===== src/ucg_pkg.sv =====
// Constants and types for the UART channel control and GPIO block
package ucg_pkg;
    // Register offsets
    localparam logic [9:0] UCG_A_STOP = 10'h008;
    localparam logic [9:0] UCG_A_ERR = 10'h009;
    localparam logic [9:0] UCG_A_BRK = 10'h00A;
    localparam logic [9:0] UCG_A_TURN = 10'h00B;
    localparam logic [9:0] UCG_A_FUNC = 10'h00C;
    localparam logic [9:0] UCG_A_DIR = 10'h00D;
    localparam logic [9:0] UCG_A_SET = 10'h00E;
    localparam logic [9:0] UCG_A_CLR = 10'h00F;
    localparam logic [9:0] UCG_A_LVL = 10'h010;
    localparam logic [9:0] UCG_A_MASK = 10'h011;
    localparam logic [9:0] UCG_A_NFY = 10'h012;
    // Reset values and the continuous break count
    localparam logic [7:0] UCG_RST_STOP = 8'h13;
    localparam logic [9:0] UCG_RST_FUNC = 10'h300;
    localparam logic [9:0] UCG_RST_MASK = 10'h100;
    localparam logic [15:0] UCG_BRK_CONT = 16'hFFFF;
    // Error register bits
    localparam int UCG_E_NOW = 7;
    localparam int UCG_E_OVR = 6;
    localparam int UCG_E_PAR = 5;
    localparam int UCG_E_FRM = 4;
    localparam int UCG_E_BRK = 3;
    // Pin function select bits
    localparam int UCG_F_RXT = 9;
    localparam int UCG_F_TXT = 8;
    localparam int UCG_F_CLK = 7;
    localparam int UCG_F_PIN = 4;
    localparam int UCG_F_POL = 3;
    // Notify format bits
    localparam int UCG_N_BRK = 1;
    localparam int UCG_N_CUST = 0;
    // Pin numbers of alternate functions
    localparam int UCG_P_DTR = 2;
    localparam int UCG_P_DSR = 3;
    localparam int UCG_P_CTS = 4;
    localparam int UCG_P_PRI = 5;
    localparam int UCG_P_CLK = 6;
    localparam int UCG_P_ALT = 7;
    localparam int UCG_P_TXT = 8;
    localparam int UCG_P_RXT = 9;
    // Standard notification fields
    localparam logic [7:0] UCG_PK_TYPE = 8'hA1;
    localparam logic [7:0] UCG_PK_CODE = 8'h20;
    localparam logic [15:0] UCG_PK_VALUE = 16'h0000;
    localparam logic [15:0] UCG_PK_INDEX = 16'h0000;
    localparam logic [15:0] UCG_PK_LEN = 16'h0002;
    localparam logic [3:0] UCG_PK_LAST = 4'h9;
    // Break tick timing
    localparam int UCG_CLK_NS = 10;
    localparam int UCG_TICK_MS = 1;
    localparam int UCG_TICK_NS = UCG_TICK_MS * 1000000;
    localparam int UCG_TICK_CYC = UCG_TICK_NS / UCG_CLK_NS;

    typedef enum logic [2:0] {
        PM_GPIO = 3'h0,
        PM_RTS_CTS = 3'h1,
        PM_DTR_DSR = 3'h2,
        PM_DIR_SEND = 3'h3,
        PM_DIR_MATCH = 3'h4
    } ucg_pin_mode_t;
    typedef enum logic [1:0] {
        AD_GPIO = 2'h0,
        AD_SEND = 2'h1,
        AD_MATCH = 2'h2
    } ucg_alt_dir_t;
    typedef enum logic [1:0] {
        BRK_IDLE = 2'h0,
        BRK_WAIT = 2'h1,
        BRK_ON = 2'h2
    } ucg_brk_t;
    typedef enum logic {
        PK_IDLE = 1'b0,
        PK_SEND = 1'b1
    } ucg_pk_t;
    typedef struct packed {
        logic wr;
        logic rd;
        logic [9:0] addr;
        logic [15:0] wdata;
    } ucg_req_t;
    typedef struct packed {
        logic ack;
        logic [15:0] rdata;
    } ucg_rsp_t;
    typedef struct packed {
        logic valid;
        logic last;
        logic [7:0] data;
    } ucg_pkt_t;
endpackage


===== src/ucg_channel.sv =====
// UART channel control, pin multiplexing and notification logic
//
// Contract
// Received stop character halts transmit
// Overrun, parity, framing, break flags sticky, read-clear
// Error bit 7 shows live break
// Overrun on full FIFO, framing on missing stop
// All ones breaks forever, zero stops, write aborts
// Other values break N ms, counting down
// Finish current character before the break
// Break starts within 1 ms, stops promptly
// Hold direction enable for delay bit times
// Toggle outputs on GPIO9/8, clock on GPIO6
// Two-bit field picks alternate direction pin use
// Bit 4 moves direction enable to GPIO7
// Bit 3 sets direction enable polarity
// Three-bit field selects five pin modes
// Direction bits steer GPIO pins only
// Set and clear registers touch GPIO outputs
// Level reads all pins, writes GPIO outputs
// Unmasked input change requests a notification
// Break interrupt enable and packet format select
// Standard notification header field values
// Serial state payload bit layout
// Pending notification waits for host poll
`timescale 1ns/1ps
module ucg_channel
    import ucg_pkg::*;
#(
    parameter int TICK_CYCLES = UCG_TICK_CYC,
    parameter int PINS = 10
) (
    input wire logic ref_clk_in,
    input wire logic reset_in,
    input wire ucg_req_t reg_req_in,
    output ucg_rsp_t reg_rsp_out,
    input wire logic rx_byte_valid_in,
    input wire logic [8:0] rx_byte_in,
    input wire logic nine_bit_in,
    input wire logic sw_flow_in,
    input wire logic resume_tx_in,
    input wire logic rx_fifo_full_in,
    input wire logic rx_stop_ok_in,
    input wire logic rx_parity_err_in,
    input wire logic rx_break_now_in,
    input wire logic tx_shifting_in,
    input wire logic tx_busy_in,
    input wire logic addr_match_in,
    input wire logic bit_tick_in,
    input wire logic rx_toggle_in,
    input wire logic tx_toggle_in,
    input wire logic out_clk_in,
    input wire logic rts_n_in,
    input wire logic dtr_n_in,
    input wire logic ring_in,
    input wire logic carrier_in,
    input wire logic [PINS-1:0] pin_in,
    output logic [PINS-1:0] pin_out,
    output logic [PINS-1:0] pin_oe_out,
    output logic tx_stop_out,
    output logic tx_break_out,
    output logic [7:0] stop_char_out,
    output logic cts_out,
    output logic dsr_out,
    output logic custom_pkt_out,
    input wire logic poll_in,
    output ucg_pkt_t pkt_out,
    output logic nak_out,
    output logic pending_out
);

    ////////////////////////////////////////////////////////////////////////
    // Register decode
    logic [9:0] addr;
    logic [15:0] wd;
    logic wr_stop, rd_err, wr_brk, wr_turn, wr_func, wr_dir;
    logic wr_set, wr_clr, wr_lvl, wr_mask, wr_nfy;
    assign addr = reg_req_in.addr;
    assign wd = reg_req_in.wdata;
    assign wr_stop = reg_req_in.wr && addr == UCG_A_STOP;
    assign rd_err = reg_req_in.rd && addr == UCG_A_ERR;
    assign wr_brk = reg_req_in.wr && addr == UCG_A_BRK;
    assign wr_turn = reg_req_in.wr && addr == UCG_A_TURN;
    assign wr_func = reg_req_in.wr && addr == UCG_A_FUNC;
    assign wr_dir = reg_req_in.wr && addr == UCG_A_DIR;
    assign wr_set = reg_req_in.wr && addr == UCG_A_SET;
    assign wr_clr = reg_req_in.wr && addr == UCG_A_CLR;
    assign wr_lvl = reg_req_in.wr && addr == UCG_A_LVL;
    assign wr_mask = reg_req_in.wr && addr == UCG_A_MASK;
    assign wr_nfy = reg_req_in.wr && addr == UCG_A_NFY;

    logic [7:0] stop_r;
    logic [3:0] turn_r;
    logic [9:0] func_r;
    logic [PINS-1:0] dir_r, mask_r, gpo_r;
    logic [1:0] nfy_r;

    always_ff @(posedge ref_clk_in or posedge reset_in) begin
        if (reset_in) begin
            stop_r <= UCG_RST_STOP;
            turn_r <= '0;
            func_r <= UCG_RST_FUNC;
            dir_r <= '0;
            mask_r <= UCG_RST_MASK;
            nfy_r <= '0;
        end else begin
            if (wr_stop) stop_r <= wd[7:0];
            if (wr_turn) turn_r <= wd[3:0];
            if (wr_func) func_r <= wd[9:0];
            if (wr_dir) dir_r <= wd[PINS-1:0];
            if (wr_mask) mask_r <= wd[PINS-1:0];
            if (wr_nfy) nfy_r <= wd[1:0];
        end
    end

    ////////////////////////////////////////////////////////////////////////
    // Pin synchroniser
    logic [PINS-1:0] s1_r, s2_r, prev_r;
    always_ff @(posedge ref_clk_in or posedge reset_in) begin
        if (reset_in) begin
            s1_r <= '0;
            s2_r <= '0;
            prev_r <= '0;
        end else begin
            s1_r <= pin_in;
            s2_r <= s1_r;
            prev_r <= s2_r;
        end
    end

    ////////////////////////////////////////////////////////////////////////
    // Stop character and sticky errors
    logic stop_hit, brk_prev_r;
    logic [6:3] err_r, err_set;
    assign stop_hit = rx_byte_valid_in && sw_flow_in &&
        {rx_byte_in[8] && !nine_bit_in, rx_byte_in[7:0]} ==
        {1'b0, stop_r};
    assign err_set[UCG_E_OVR] = rx_byte_valid_in && rx_fifo_full_in;
    assign err_set[UCG_E_PAR] = rx_byte_valid_in && rx_parity_err_in;
    assign err_set[UCG_E_FRM] = rx_byte_valid_in && !rx_stop_ok_in;
    assign err_set[UCG_E_BRK] = rx_break_now_in && !brk_prev_r;

    always_ff @(posedge ref_clk_in or posedge reset_in) begin
        if (reset_in) begin
            tx_stop_out <= 1'b0;
            stop_char_out <= UCG_RST_STOP;
            err_r <= '0;
            brk_prev_r <= 1'b0;
        end else begin
            tx_stop_out <= stop_hit || (tx_stop_out && !resume_tx_in);
            stop_char_out <= stop_r;
            brk_prev_r <= rx_break_now_in;
            err_r <= (err_r & ~{4{rd_err}}) | err_set;
        end
    end

    ////////////////////////////////////////////////////////////////////////
    // Break generator
    localparam int TW = $clog2(TICK_CYCLES);
    localparam logic [TW-1:0] TICK_END = TW'(TICK_CYCLES - 1);
    logic [TW-1:0] tick_cnt_r;
    logic tick;
    ucg_brk_t brk_st_r;
    logic [15:0] brk_cnt_r;
    assign tick = tick_cnt_r == TICK_END;

    always_ff @(posedge ref_clk_in or posedge reset_in) begin
        if (reset_in) tick_cnt_r <= '0;
        else tick_cnt_r <= tick ? '0 : tick_cnt_r + 1'b1;
    end

    always_ff @(posedge ref_clk_in or posedge reset_in) begin
        if (reset_in) begin
            brk_st_r <= BRK_IDLE;
            brk_cnt_r <= '0;
        end else if (wr_brk) begin
            brk_cnt_r <= wd;
            brk_st_r <= (wd == 16'h0000) ? BRK_IDLE : BRK_WAIT;
        end else begin
            case (brk_st_r)
                BRK_WAIT: begin
                    if (!tx_shifting_in) brk_st_r <= BRK_ON;
                end
                BRK_ON: begin
                    if (brk_cnt_r == 16'h0000) begin
                        brk_st_r <= BRK_IDLE;
                    end else if (tick && brk_cnt_r != UCG_BRK_CONT) begin
                        brk_cnt_r <= brk_cnt_r - 16'h0001;
                    end
                end
                default: brk_st_r <= BRK_IDLE;
            endcase
        end
    end

    always_ff @(posedge ref_clk_in or posedge reset_in) begin
        if (reset_in) tx_break_out <= 1'b0;
        else tx_break_out <= brk_st_r == BRK_ON;
    end

    ////////////////////////////////////////////////////////////////////////
    // Direction enable with turnaround
    logic hold_r;
    logic [3:0] ta_cnt_r;
    logic dir_enable_while_sending, dir_enable_after_match, drive_send;
    logic drive_match;
    always_ff @(posedge ref_clk_in or posedge reset_in) begin
        if (reset_in) begin
            hold_r <= 1'b0;
            ta_cnt_r <= '0;
        end else if (tx_busy_in) begin
            hold_r <= 1'b1;
            ta_cnt_r <= turn_r;
        end else if (hold_r) begin
            if (ta_cnt_r == 4'h0) hold_r <= 1'b0;
            else if (bit_tick_in) ta_cnt_r <= ta_cnt_r - 4'h1;
        end
    end
    assign dir_enable_while_sending = tx_busy_in || hold_r;
    assign dir_enable_after_match = addr_match_in;
    // Polarity 0 gives an active-low enable
    assign drive_send = dir_enable_while_sending ~^ func_r[UCG_F_POL];
    assign drive_match = dir_enable_after_match ~^ func_r[UCG_F_POL];

    ////////////////////////////////////////////////////////////////////////
    // Pin function multiplexing
    ucg_pin_mode_t pmode;
    ucg_alt_dir_t amode;
    logic [PINS-1:0] alt_sel, alt_val, alt_oe, gpio_ctl;
    assign pmode = ucg_pin_mode_t'(func_r[2:0]);
    assign amode = ucg_alt_dir_t'(func_r[6:5]);

    always_comb begin
        alt_sel = '0;
        alt_val = '0;
        alt_oe = '0;
        alt_sel[UCG_P_RXT] = func_r[UCG_F_RXT];
        alt_val[UCG_P_RXT] = rx_toggle_in;
        alt_oe[UCG_P_RXT] = func_r[UCG_F_RXT];
        alt_sel[UCG_P_TXT] = func_r[UCG_F_TXT];
        alt_val[UCG_P_TXT] = tx_toggle_in;
        alt_oe[UCG_P_TXT] = func_r[UCG_F_TXT];
        alt_sel[UCG_P_CLK] = func_r[UCG_F_CLK];
        alt_val[UCG_P_CLK] = out_clk_in;
        alt_oe[UCG_P_CLK] = func_r[UCG_F_CLK];
        case (pmode)
            PM_RTS_CTS: begin
                alt_sel[UCG_P_PRI] = 1'b1;
                alt_oe[UCG_P_PRI] = 1'b1;
                alt_val[UCG_P_PRI] = rts_n_in;
                alt_sel[UCG_P_CTS] = 1'b1;
            end
            PM_DTR_DSR: begin
                alt_sel[UCG_P_DTR] = 1'b1;
                alt_oe[UCG_P_DTR] = 1'b1;
                alt_val[UCG_P_DTR] = dtr_n_in;
                alt_sel[UCG_P_DSR] = 1'b1;
            end
            PM_DIR_SEND, PM_DIR_MATCH: begin
                alt_sel[UCG_P_PRI] = 1'b1;
                alt_oe[UCG_P_PRI] = 1'b1;
                alt_val[UCG_P_PRI] =
                    (pmode == PM_DIR_SEND) ? drive_send : drive_match;
            end
            default: ;
        endcase
        // The alternate direction pin stays GPIO while bit 4 is clear
        if (func_r[UCG_F_PIN] &&
            (amode == AD_SEND || amode == AD_MATCH)) begin
            alt_sel[UCG_P_ALT] = 1'b1;
            alt_oe[UCG_P_ALT] = 1'b1;
            alt_val[UCG_P_ALT] =
                (amode == AD_SEND) ? drive_send : drive_match;
        end
    end

    // Only GPIO pins set as outputs take set, clear and level writes
    assign gpio_ctl = dir_r & ~alt_sel;
    logic [PINS-1:0] wbits;
    assign wbits = wd[PINS-1:0] & gpio_ctl;

    always_ff @(posedge ref_clk_in or posedge reset_in) begin
        if (reset_in) gpo_r <= '0;
        else if (wr_set) gpo_r <= gpo_r | wbits;
        else if (wr_clr) gpo_r <= gpo_r & ~wbits;
        else if (wr_lvl) gpo_r <= (gpo_r & ~gpio_ctl) | wbits;
    end

    genvar gi;
    generate
        for (gi = 0; gi < PINS; gi++) begin : g_pin
            always_ff @(posedge ref_clk_in or posedge reset_in) begin
                if (reset_in) begin
                    pin_out[gi] <= 1'b0;
                    pin_oe_out[gi] <= 1'b0;
                end else begin
                    pin_out[gi] <= alt_sel[gi] ? alt_val[gi] : gpo_r[gi];
                    pin_oe_out[gi] <= alt_sel[gi] ? alt_oe[gi] :
                        dir_r[gi];
                end
            end
        end
    endgenerate

    always_ff @(posedge ref_clk_in or posedge reset_in) begin
        if (reset_in) begin
            cts_out <= 1'b0;
            dsr_out <= 1'b0;
            custom_pkt_out <= 1'b0;
        end else begin
            cts_out <= s2_r[UCG_P_CTS];
            dsr_out <= s2_r[UCG_P_DSR];
            custom_pkt_out <= nfy_r[UCG_N_CUST];
        end
    end

    ////////////////////////////////////////////////////////////////////////
    // Register read answer
    always_ff @(posedge ref_clk_in or posedge reset_in) begin
        if (reset_in) begin
            reg_rsp_out <= '0;
        end else begin
            reg_rsp_out.ack <= reg_req_in.rd || reg_req_in.wr;
            reg_rsp_out.rdata <= '0;
            if (reg_req_in.rd) begin
                case (addr)
                    UCG_A_STOP: reg_rsp_out.rdata <= {8'h00, stop_r};
                    UCG_A_ERR: reg_rsp_out.rdata <=
                        {8'h00, rx_break_now_in, err_r, 3'h0};
                    UCG_A_BRK: reg_rsp_out.rdata <= brk_cnt_r;
                    UCG_A_TURN: reg_rsp_out.rdata <= {12'h000, turn_r};
                    UCG_A_FUNC: reg_rsp_out.rdata <= {6'h00, func_r};
                    UCG_A_DIR: reg_rsp_out.rdata <= {6'h00, dir_r};
                    UCG_A_LVL: reg_rsp_out.rdata <= {6'h00, s2_r};
                    UCG_A_MASK: reg_rsp_out.rdata <= {6'h00, mask_r};
                    UCG_A_NFY: reg_rsp_out.rdata <= {14'h0000, nfy_r};
                    default: reg_rsp_out.rdata <= '0;
                endcase
            end
        end
    end

    ////////////////////////////////////////////////////////////////////////
    // Notification packet
    logic [PINS-1:0] chg;
    logic event_hit, start;
    logic [15:0] state_w, snap_r;
    logic [3:0] idx_r;
    ucg_pk_t pk_st_r;
    assign chg = (s2_r ^ prev_r) & ~pin_oe_out & ~mask_r;
    assign event_hit = (|chg) || (|err_set[6:4]) ||
        (err_set[UCG_E_BRK] && nfy_r[UCG_N_BRK]);
    assign start = poll_in && pending_out && pk_st_r == PK_IDLE;
    assign state_w = {9'h000, err_r[UCG_E_OVR], err_r[UCG_E_PAR],
        err_r[UCG_E_FRM], ring_in, rx_break_now_in, s2_r[UCG_P_DSR],
        carrier_in};

    function automatic logic [7:0] pk_byte(input logic [3:0] i,
                                           input logic [15:0] p);
        case (i)
            4'h0: pk_byte = UCG_PK_TYPE;
            4'h1: pk_byte = UCG_PK_CODE;
            4'h2: pk_byte = UCG_PK_VALUE[7:0];
            4'h3: pk_byte = UCG_PK_VALUE[15:8];
            4'h4: pk_byte = UCG_PK_INDEX[7:0];
            4'h5: pk_byte = UCG_PK_INDEX[15:8];
            4'h6: pk_byte = UCG_PK_LEN[7:0];
            4'h7: pk_byte = UCG_PK_LEN[15:8];
            4'h8: pk_byte = p[7:0];
            4'h9: pk_byte = p[15:8];
            default: pk_byte = 8'h00;
        endcase
    endfunction

    always_ff @(posedge ref_clk_in or posedge reset_in) begin
        if (reset_in) begin
            pending_out <= 1'b0;
            pk_st_r <= PK_IDLE;
            idx_r <= '0;
            snap_r <= '0;
            pkt_out <= '0;
            nak_out <= 1'b0;
        end else begin
            pending_out <= event_hit || (pending_out && !start);
            nak_out <= poll_in && !pending_out && pk_st_r == PK_IDLE;
            pkt_out <= '0;
            case (pk_st_r)
                PK_IDLE: begin
                    if (start) begin
                        snap_r <= state_w;
                        idx_r <= '0;
                        pk_st_r <= PK_SEND;
                    end
                end
                PK_SEND: begin
                    pkt_out.valid <= 1'b1;
                    pkt_out.data <= pk_byte(idx_r, snap_r);
                    pkt_out.last <= idx_r == UCG_PK_LAST;
                    idx_r <= idx_r + 4'h1;
                    if (idx_r == UCG_PK_LAST) pk_st_r <= PK_IDLE;
                end
                default: pk_st_r <= PK_IDLE;
            endcase
        end
    end
endmodule


===== config.mk =====
export PLATFORM = sky130hd
export DESIGN_NAME = ucg_channel
export DESIGN_NICKNAME = d
export VERILOG_FILES = /design/src/ucg_pkg.sv /design/src/ucg_channel.sv
export SDC_FILE = /design/constraint.sdc
export NUM_CORES = 1
export LEC_CHECK = 0
export BUFFER_PORTS_ARGS = -buffer_cell sky130_fd_sc_hd__buf_2
export CAP_MARGIN = 10
export CORE_ASPECT_RATIO = 1.25
export CORE_UTILIZATION = 35
export CTS_CLUSTER_SIZE = 28
export DETAILED_ROUTE_END_ITERATION = 6
export PLACE_DENSITY = 0.61
export SETUP_SLACK_MARGIN = 0.4
export SLEW_MARGIN = 20
export SYNTH_ARGS = -nofsm -noshare
export SYNTH_HDL_FRONTEND = slang
export SYNTH_SLANG_ARGS = --single-unit

===== constraint.sdc =====
create_clock -name ref_clk_in -period 8.6 [get_ports ref_clk_in]
set_input_delay 0.86 -clock ref_clk_in [delete_from_list [all_inputs] [get_ports ref_clk_in]]
set_output_delay 0.86 -clock ref_clk_in [all_outputs]
set_load 0.01 [all_outputs]

==> impl_metrics.toml, run 1 <==
[routing]
drt_pass1_iterations = 5
wl_met2_mm = 11.0
wl_per_cell_um = 18.6
top_layer = "met5"
ant_nets = 0
met1_length_mm = 9.19
drtIter0Drc = 401
vias_per_cell = 5.18
num_vias = 6425
wl_met3_mm = 1.75
drt-total-wl_mm = 23.1
route.detailed.drc = 0

[grt]
antenna_found_initial = 1
grt_pass1_vias = 6477
grt_start_max_net_pins = 124
grt_pass1_wl_mm = 36.0
globalRouteTotalUtil = 0.182
grt.overflow.total = 0

[sta]
finalSetupTns_ns = 0
setup_slack_ns = 5.40
rsz0062_at_grt = "false"
slew_headroom = 0.358
drv_slew = 0
hold_viol_final = 0
setup_viol = 0
fmax_ghz = 0.312
max_slew.worst_pin.slew_ns = 0.962
fin_worst_skew_ns = 0.00979
fin_crit_sh = 0.373
min_period_ns = 3.20

[logic_synthesis]
ys.flop_type = "dfrtp_1"
synthCells = 770
synth_cell_types = 66
yosys_warnings = 0
synth_nets = 849
synthesis.area_um2 = 8870
synth-edff-count = 0
synth-seq-area-share = 0.568
synth_async_sr_flop_share = 1.00
syn_area_per_cell_um2 = 11.5
ys_ff_latch = 201

[pwr]
p_sw_uw = 559
pwr-share-comb = 0.106
intPower_mw = 1.71
clkPwrFrac = 0.426
pwr-share-seq = 0.468
p_per_area_nw_per_um2 = 215
ir_drop_v = 0.0000930
switching_share = 0.246
p_leak_nw = 4.76

[critical_path]
end_kind = "register"
cp_max_fo = 26
cp_data_arrival_time_ns = 3.55
crit_required_ns = 8.94
r2r_cells = 8
crit_type = "primary input to register"
crit_path_start_kind = "primary input"
critPathLaunch = "reg_req_in[20]"
timing.rr.start = "brk_cnt_r[0]"

[hold_path]
hold_path.class = "register to register"
holdCritStartpoint = "s1_r[8]"
min_path_cells = 0

[finish]
nets = 978
layout_common_cells = "dfrtp_1, buf_2, nand2_1"
final_area_um2 = 10600
drive_gt1_frac = 0.280
syn2layout_area_growth_pct = 19.1
diodes = 0
final_common_cell = "dfrtp_1"

[place]
place_hpwl_mm = 16.5
pre_cts_ws_ns = 4.94
place_area_um2 = 9840
place.gp.congestion = 0.938
io_buffers = 130

[floorplanning]
core-area_um2 = 24700
dieArea_um2 = 26000
rows = 64
die_h_um = 180
ios = 131
start_util = 0.360
die_w_um = 144

[clock_network]
cts_hold_buffers = 0
numCtsBuffers = 21
clk_pin_slew_ns = 0.06
cts.sinks = 201
ctsResizeCount = 0
post_cts_buffers = 0
htreeDepth = 1
tritoncts = "built"
cts_root_buffer = "clkbuf_16"
cts_buffer_depth = 3
clk_latency_ns = 0.50

[flow_run]
cap_violations = 0

[run_status]
status = "finished clean"
==> worst paths after layout <==
| path | endpoint | slack (ns) |
|---|---|---|
| worst max-delay path | brk_cnt_r[12] | 5.40 |
| worst min-delay path | s2_r[8] | 0.35 |
| worst max register to register | brk_cnt_r[0] | 6.30 |
| worst min register to register | s2_r[8] | 0.35 |
| max in group asynchronous | pk_st_r | 6.51 |
| min in group asynchronous | ta_cnt_r[2] | 0.48 |
==> critical path: stages <==
cell	delay [ns]
buf_2	0.11
nor4b_2	0.53
nor2b_1	0.77
nand2_1	0.30
nor2_2	0.82
o21ai_1	0.16
==> synthesized netlist by cell type, types with 9 or more instances <==
master,n,share of area
a21oi_1,31,0.017
a22oi_1,12,0.010
and2_1,18,0.013
and3_1,9,0.0063
buf_2,10,0.0056
clkbuf_1,14,0.0059
dfrtp_1,192,0.54
dfstp_2,9,0.027
ha_1,10,0.014
inv_1,17,0.0072
mux2_1,9,0.011
mux2_2,50,0.063
nand2_1,69,0.029
nand2b_1,9,0.0063
nand3_1,25,0.014
nand4_1,16,0.011
nor2_1,40,0.017
nor2b_1,10,0.0071
nor3_1,13,0.0073
nor4_1,9,0.0063
o21ai_0,20,0.011
o21ai_1,33,0.019
xnor2_1,38,0.038
xor2_1,13,0.013
==> state kept, by name (all words and copies together), names as in the netlist, 2 cells and up, named ones only <==
name,flops
brk_cnt_r,16
brk_st_r,2
dir_r,10
err_r,4
func_r,10
idx_r,4
mask_r,10
nfy_r,2
pin_oe_out,10
pin_out,10
pkt_out,10
prev_r,10
reg_rsp_out,17
s1_r,10
s2_r,10
snap_r,7
stop_char_out,8
stop_r,8
ta_cnt_r,4
tick_cnt_r,17
turn_r,4
==> per-layer routing <==
metal / up-vias / global-route usage
met4: 2 / 0.0905
met5: - / 0
li1: 2982 / -
met3: 63 / 0.0442
met1: 3144 / 0.225
met2: 234 / 0.292
==> power groups by stage <==
stage / combinational (mW) / clock (mW) / sequential [mW]
after floorplan: 0.161 / 0 / 1.07
after global placement: 0.238 / 0 / 1.08
after detailed placement: 0.244 / 0 / 1.08
after CTS: 0.245 / 0.991 / 1.06
after global routing: 0.274 / 1.02 / 1.07
final: 0.241 / 0.968 / 1.06
==> cell type report <==
| cell class | instances | area (um2) |
|---|---|---|
| inverters | 17 | 71.3 |
| well taps | 330 | 413 |
| repair buffers | 133 | 673 |
| flip-flops and latches | 201 | 5040 |
| clock buffers | 27 | 578 |
| multi-input cells | 525 | 3640 |
| clock inverters | 8 | 146 |
| fillers | 2355 | 14100 |
==> kinds of logic after synthesis <==
group | Yosys count | synth area share
AO/OA/AOI/OAI | 134 | 0.0920
XOR/XNOR | 51 | 0.0504
adder cells (fa/ha/maj) | 10 | 0.0141
buffers and inverters | 44 | 0.0213
flip-flops | 201 | 0.568
multiplexers | 66 | 0.0828
AND/OR/NAND/NOR | 264 | 0.171
==> metrics by stage <==
stage          total power, mW  instances  utilization  hold WS [ns]
5_1_grt                   2.37       1241        0.428         0.357
6_report                  2.27       1241        0.428         0.349
3_5_place_dp              1.33       1206        0.399         0.335
4_1_cts                   2.30       1241        0.428         0.350
3_3_place_gp              1.32       1206        0.399         0.334
2_1_floorplan             1.23        770            -         0.331
Note: power is estimated with default switching activity, not from simulation.
==> run 2: changes to the inputs <==
--- a/config.mk
+++ b/config.mk
@@ -11,7 +11,7 @@
 export CORE_UTILIZATION = 35
 export CTS_CLUSTER_SIZE = 28
 export DETAILED_ROUTE_END_ITERATION = 6
-export PLACE_DENSITY = 0.61
+export PLACE_DENSITY = 0.63
 export SETUP_SLACK_MARGIN = 0.4
 export SLEW_MARGIN = 20
 export SYNTH_ARGS = -nofsm -noshare
==> constraint.sdc (replaced) <==
create_clock -name ref_clk_in -period 2.8 [get_ports ref_clk_in]
set_input_delay 0.28 -clock ref_clk_in [delete_from_list [all_inputs] [get_ports ref_clk_in]]
set_output_delay 0.28 -clock ref_clk_in [all_outputs]
set_load 0.01 [all_outputs]
==> run 2 against run 1 <==
  * Total power rose to 3.0 times the previous value
  * Combinational power grew to 3.2 times the previous value
  * Clock power increased to 2.8 times the previous value
  * Largest cell class unchanged
==> impl_metrics.toml, run 2 (synthesized netlist as in run 1, its figures left out) <==
[critical_path]
crit_required_ns = 3.17
cp_max_fo = 15
critPathLaunch = "brk_cnt_r[0]"
crit_path_start_kind = "register"
crit_type = "register to register"
reg2reg_to = "brk_cnt_r[0]"
cp_num_buf_inv = 1
r2r_setup_slack_ns = 0.54
timing.rr.start = "brk_cnt_r[0]"
r2r_cells = 8
critical-path-slowest-cell = "or3b_2"
cp_top_family = "simple AND/OR/NAND/NOR gates"
crit_chain = "inv_1, ha_1, or3b_2, nor2_1, a311o_4, or2_2, xnor2_1, o21ai_1"
end_kind = "register"
worst_path_largest_cell_delay_ns = 0.45
cp_data_arrival_time_ns = 2.63

[finish]
final_common_cell = "dfrtp_1"
largest_registers = "reg_rsp_out x17, tick_cnt_r x17, brk_cnt_r x16"
drive_gt1_frac = 0.283
syn2layout_area_growth_pct = 21.7
diodes = 0
fillers = 2363
nets = 1005
final_cells = 1270
finish.utilization = 0.438
layout_common_cells = "dfrtp_1, buf_2, nand2_1"

[floorplanning]
rows = 64
die_w_um = 144
ios = 131
core-area_um2 = 24700
dieArea_um2 = 26000
start_util = 0.360
die_h_um = 180

[clock_network]
clk_latency_ns = 0.50
tritoncts = "built"
cts_buffer_depth = 3
htreeDepth = 1
cts_root_buffer = "clkbuf_16"
cts.sinks = 201
numCtsBuffers = 20
clk_pin_slew_ns = 0.08

[pwr]
intPower_mw = 5.05
pwr-share-seq = 0.486
p_per_area_nw_per_um2 = 622
clkPwrFrac = 0.398
pwr-share-comb = 0.116
ir_drop_v = 0.000290
p_sw_mw = 1.67
p_leak_nw = 4.87
switching_share = 0.248
p_total_mw = 6.72

[hold_path]
holdPathEnd = "brk_cnt_r[13]"
holdCritStartpoint = "reg_req_in[13]"
min_path_cells = 3
hold_path.class = "primary input to register"

[sta]
fin_crit_sh = 0.807
whs_ns = 0.00848
fin_worst_skew_ns = 0.0161
rsz0062_at_grt = "false"
drv_slew = 0
finalSetupTns_ns = 0
hold_viol_final = 0
min_period_ns = 2.26
slew_headroom = 0.323
max_slew.worst_pin.slew_ns = 1.01
setup_viol = 0
fmax_ghz = 0.442

[place]
place_hpwl_mm = 17.2
dpl.cell_count = 1220
place.gp.congestion = 0.913
io_buffers = 130

[flow_run]
cap_violations = 0

[routing]
drt_pass1_iterations = 5
num_vias = 6435
route.detailed.drc = 0
wl_per_cell_um = 18.6
drtIter0Drc = 385
ant_nets = 0
drt-total-wl_mm = 23.6
vias_per_cell = 5.07

[grt]
globalRouteTotalUtil = 0.186
antenna_found_initial = 0
grt.overflow.total = 0
grt_start_max_net_pins = 46
grt_pass1_vias = 6574
grt_pass1_wl_mm = 36.9

[run_status]
status = "finished clean"
run 2: cell types whose count changed in the layout (fill, tap and decap cells not counted):
cell / previous run / this run
buf_4: 3 / 12
clkbuf_1: 3 / 7
clkinv_4: 1 / 0
buf_12: 0 / 5
bufinv_16: 4 / 1
inv_8: 1 / 0
clkinvlp_4: 1 / 2
dlygate4sd3_1: 0 / 14
clkbuf_8: 3 / 4
run 2: routing by layer:
| layer | track usage | part of all wire | vias up |
|---|---|---|---|
| li1 | - | - | 3036 |
| met1 | 0.239 | 0.43 | 3178 |
| met2 | 0.309 | 0.49 | 187 |
| met3 | 0.0328 | 0.057 | 34 |
| met4 | 0.0686 | 0.030 | 0 |
| met5 | 0 | 0 | - |
run 2: how the worst max path moves through the flow:
| stage | endpoint | slack (ns) | depth (start not counted) |
|---|---|---|---|
| final | brk_cnt_r[0] | 0.54 | 8 |
| after detailed placement | mask_r[7] | 0.42 | 6 |
| after global placement | mask_r[2] | 0.44 | 6 |
| after floorplan | async pin | -0.07 | 1 |
| after CTS | brk_cnt_r[0] | 0.53 | 8 |
| after global routing | brk_cnt_r[10] | 0.42 | 8 |
run 2: power groups by stage:
| stage | clock [mW] | combinational (mW) | sequential (mW) |
|---|---|---|---|
| after floorplan | 0 | 0.495 | 3.30 |
| after global placement | 0 | 0.751 | 3.31 |
| after detailed placement | 0 | 0.774 | 3.32 |
| after CTS | 2.73 | 0.793 | 3.27 |
| after global routing | 2.86 | 0.877 | 3.30 |
| final | 2.67 | 0.779 | 3.27 |
run 2: worst reg2reg max path, cell delays in order (launching register included):
cell     delay (ns)
dfrtp_1        0.44
inv_1          0.14
ha_1           0.16
or3b_2         0.45
nor2_1         0.17
a311o_4        0.41
or2_2          0.19
xnor2_1        0.12
o21ai_1        0.07
run 2: final cells by class:
class | count | area, um2 | area share
Clock buffer | 32 | 607 | 0.0562
Clock inverter | 4 | 47.5 | 0.00440
Inverter | 17 | 67.6 | 0.00626
Multi-Input combinational cell | 525 | 3640 | 0.337
Sequential cell | 201 | 5040 | 0.467
Tap cell | 330 | 413 | 0.0382
Timing Repair Buffer | 161 | 981 | 0.0908
run 2: repair_timing:
action,4_1_cts,5_1_grt
buffers inserted,0,0
hold buffers,14,0
gates resized for setup,0,0
endpoints found under the hold margin,31,0
run 2: stage by stage:
| step | area (um2) | setup WS [ns] |
|---|---|---|
| final | 10800 | 0.540 |
| after detailed placement | 10000 | 0.416 |
| after global placement | 10000 | 0.442 |
| after CTS | 10800 | 0.530 |
| after global routing | 10800 | 0.419 |
| after floorplan | 8870 | -0.0750 |
==> run 3: changes to the inputs <==
--- a/config.mk
+++ b/config.mk
@@ -5,13 +5,14 @@
 export SDC_FILE = /design/constraint.sdc
 export NUM_CORES = 1
 export LEC_CHECK = 0
+export ABC_AREA = 1
 export BUFFER_PORTS_ARGS = -buffer_cell sky130_fd_sc_hd__buf_2
 export CAP_MARGIN = 10
 export CORE_ASPECT_RATIO = 1.25
 export CORE_UTILIZATION = 35
 export CTS_CLUSTER_SIZE = 28
 export DETAILED_ROUTE_END_ITERATION = 6
-export PLACE_DENSITY = 0.63
+export PLACE_DENSITY = 0.61
 export SETUP_SLACK_MARGIN = 0.4
 export SLEW_MARGIN = 20
 export SYNTH_ARGS = -nofsm -noshare
==> constraint.sdc (replaced) <==
create_clock -name ref_clk_in -period 2.12 [get_ports ref_clk_in]
set_input_delay 0.212 -clock ref_clk_in [delete_from_list [all_inputs] [get_ports ref_clk_in]]
set_output_delay 0.212 -clock ref_clk_in [all_outputs]
set_load 0.01 [all_outputs]
==> run 3 against run 2 <==
  * Count of clock-buffer cells in the layout fell by 1
  * Critical path type unchanged
  * Sequential power rose by 31%
  * Critical endpoint is now brk_cnt_r[1]
  * Final cell count rose by 33%
  * Non-clock buffer count rose by 28
  * Clock skew fell by 0.0040 ns
  * Clock power rose by 55%
  * Total power rose by 41%
  * Largest cell class unchanged
  * Critical path depth rose by 1
  * Wire length rose by 18%
  * Sequential cell count did not move
  * Via count rose by 30%
==> impl_metrics.toml, run 3 <==
[critical_path]
path_common_cell = "nand3_1"
critical-path-slowest-cell = "dfrtp_1"
crit_type = "register to register"
crit_chain = "inv_1, ha_1, nand3_1, nor2_2, a21boi_4, buf_4, nand2_4, nand3_1, nand2_1"
crit_required_ns = 2.53
end_kind = "register"
cp_num_buf_inv = 2
crit_path_start_kind = "register"
worst_path_largest_cell_delay_ns = 0.38
cp_max_fo = 4
cp_data_arrival_time_ns = 2.06
cp_top_family = "flip-flops"

[finish]
largest_registers = "reg_rsp_out x17, tick_cnt_r x17, brk_cnt_r x16"
diodes = 0
syn2layout_area_growth_pct = 24.9
final_common_cell = "nand2_1"
layout_common_cells = "nand2_1, dfrtp_1, inv_1"
fillers = 2628
drive_gt1_frac = 0.189
final_cells = 1684
multiInputGateArea_um2 = 3820
seqCellArea_um2 = 5040
nets = 1406

[routing]
route.detailed.drc = 0
drt_pass1_iterations = 6
ant_nets = 0
drtIter0Drc = 566
drt-total-wl_mm = 27.8
vias_per_cell = 4.96
num_vias = 8351
wl_per_cell_um = 16.5

[hold_path]
hold_path.class = "primary input to register"

[grt]
grt_pass1_vias = 8040
grt_pass1_wl_mm = 43.5
antenna_found_initial = 1
grt_start_max_net_pins = 65
globalRouteTotalUtil = 0.203
grt.overflow.total = 0

[logic_synthesis]
synth_top_area_frac = 0.508
synth_area_leaders = "dfrtp_1, nand2_1, nand3_1, inv_1, nor2_1"
synth_async_sr_flop_share = 1.00
synth_top_cells_by_count = "nand2_1, dfrtp_1, inv_1"
syn_area_per_cell_um2 = 8.27
synthesis.area_um2 = 9460
synth-edff-count = 0
synth_nets = 1223
synth_cell_types = 41
yosys_warnings = 0
yosysMostFrequentCell = "nand2_1"
ys_ff_latch = 201
yosysTopAreaCell = "dfrtp_1"
synthCells = 1144
ys.flop_type = "dfrtp_1"
synth-seq-area-share = 0.533

[place]
place.gp.congestion = 0.848
place_hpwl_mm = 19.8
dpl.cell_count = 1602
pre_cts_ws_ns = 0.305
io_buffers = 130

[clock_network]
numCtsBuffers = 23
htreeDepth = 1
clk_pin_slew_ns = 0.07
cts_root_buffer = "clkbuf_16"
cts.sinks = 201
cts_buffer_depth = 3
clk_latency_ns = 0.52
tritoncts = "built"

[floorplanning]
core-area_um2 = 26300
dieArea_um2 = 27700
start_util = 0.360
rows = 66
die_w_um = 149
die_h_um = 186
ios = 131

[pwr]
ir_drop_v = 0.000556
p_sw_mw = 2.49
intPower_mw = 6.97
switching_share = 0.263
clkPwrFrac = 0.438
p_per_area_nw_per_um2 = 800
pwr-share-seq = 0.454
pwr-share-comb = 0.108
p_total_mw = 9.46
p_leak_nw = 6.02

[sta]
drv_slew = 0
max_slew.worst_pin.slew_ns = 0.676
finalSetupTns_ns = 0
rsz0062_at_grt = "true"
min_period_ns = 1.66
fin_crit_sh = 0.781
setup_viol = 0
setup_slack_ns = 0.464
fmax_ghz = 0.604
slew_headroom = 0.546
hold_viol_final = 0
fin_worst_skew_ns = 0.0121

[flow_run]
cap_violations = 0

[run_status]
status = "finished clean"
run 3: changes by cell type after synthesis, moves of 50 or more:
cell / before / now
mux2_2: 50 / 0
nand3_1: 25 / 115
nor2_1: 40 / 118
nand2_1: 69 / 281
o21ai_0: 20 / 70
inv_1: 17 / 135
run 3: kinds of logic (layout without fill, tap and decap cells):
logic type	count (synthesis)	in the layout	share of synthesized area
AND/OR/NAND/NOR	594	597	0.273
flip-flops	201	201	0.533
AO/OA/AOI/OAI	143	143	0.0839
adder cells (fa/ha/maj)	10	10	0.0132
buffers and inverters	174	371	0.0762
XOR/XNOR	20	20	0.0185
multiplexers	2	2	0.00212
run 3: final timing paths:
check	startpoint	end	slack (ns)	cells past startpoint
hold reg to reg	s1_r[1]	s2_r[1]	0.35	0
setup / recovery	brk_cnt_r[0]	brk_cnt_r[1]	0.46	9
max in group asynchronous	reset_in	func_r[8]	1.09	4
hold / removal	out_clk_in	pin_out[6]	0.01	3
min in group asynchronous	reset_in	tx_stop_out	0.27	3
setup reg to reg	brk_cnt_r[0]	brk_cnt_r[1]	0.46	9
run 3: per-layer routing:
metal / vias to the layer above / part of all wire / global-route usage / wire length (um)
li1: 4044 / - / - / -
met5: - / 0.00036 / 0 / 10
met4: 2 / 0.029 / 0.0706 / 801
met3: 53 / 0.047 / 0.0267 / 1290
met1: 4029 / 0.41 / 0.251 / 11500
met2: 223 / 0.51 / 0.360 / 14100
run 3: power by group through the flow:
| stage | registers, mW | clock network [mW] | logic, mW |
|---|---|---|---|
| final | 4.29 | 4.14 | 1.03 |
| after global routing | 4.32 | 4.39 | 1.17 |
| after CTS | 4.29 | 4.24 | 1.03 |
| after detailed placement | 4.36 | 0 | 0.967 |
| after global placement | 4.35 | 0 | 0.940 |
| after floorplan | 4.33 | 0 | 0.617 |
run 3: worst min-delay path: stages:
cell	delay [ns]
buf_2	0.10
nand2_1	0.05
o21ai_0	0.12
run 3: repair_timing:
item                                    CTS  global route
resized for setup                         2            17
pin swaps                                 2             5
hold buffers                             29             0
setup buffers                             0             8
cloned                                    2             1
hold endpoints to repair                 37             0
endpoints found under the setup margin   16            18
run 3: cell type report:
| cell class | instances | share of cell area |
|---|---|---|
| Timing Repair Buffer | 189 | 0.102 |
| Clock inverter | 11 | 0.0108 |
| Sequential cell | 201 | 0.426 |
| Inverter | 140 | 0.0448 |
| Multi-Input combinational cell | 772 | 0.323 |
| Clock buffer | 31 | 0.0563 |
| Tap cell | 340 | 0.0360 |
run 3: metrics by stage:
step,util,area [um2],hold WS [ns]
global placement,0.402,10600,0.261
global route,0.450,11800,0.00676
finish,0.450,11800,0.0147
floorplan,-,9460,0.243
detailed placement,0.402,10600,0.266
CTS,0.444,11700,0.00249
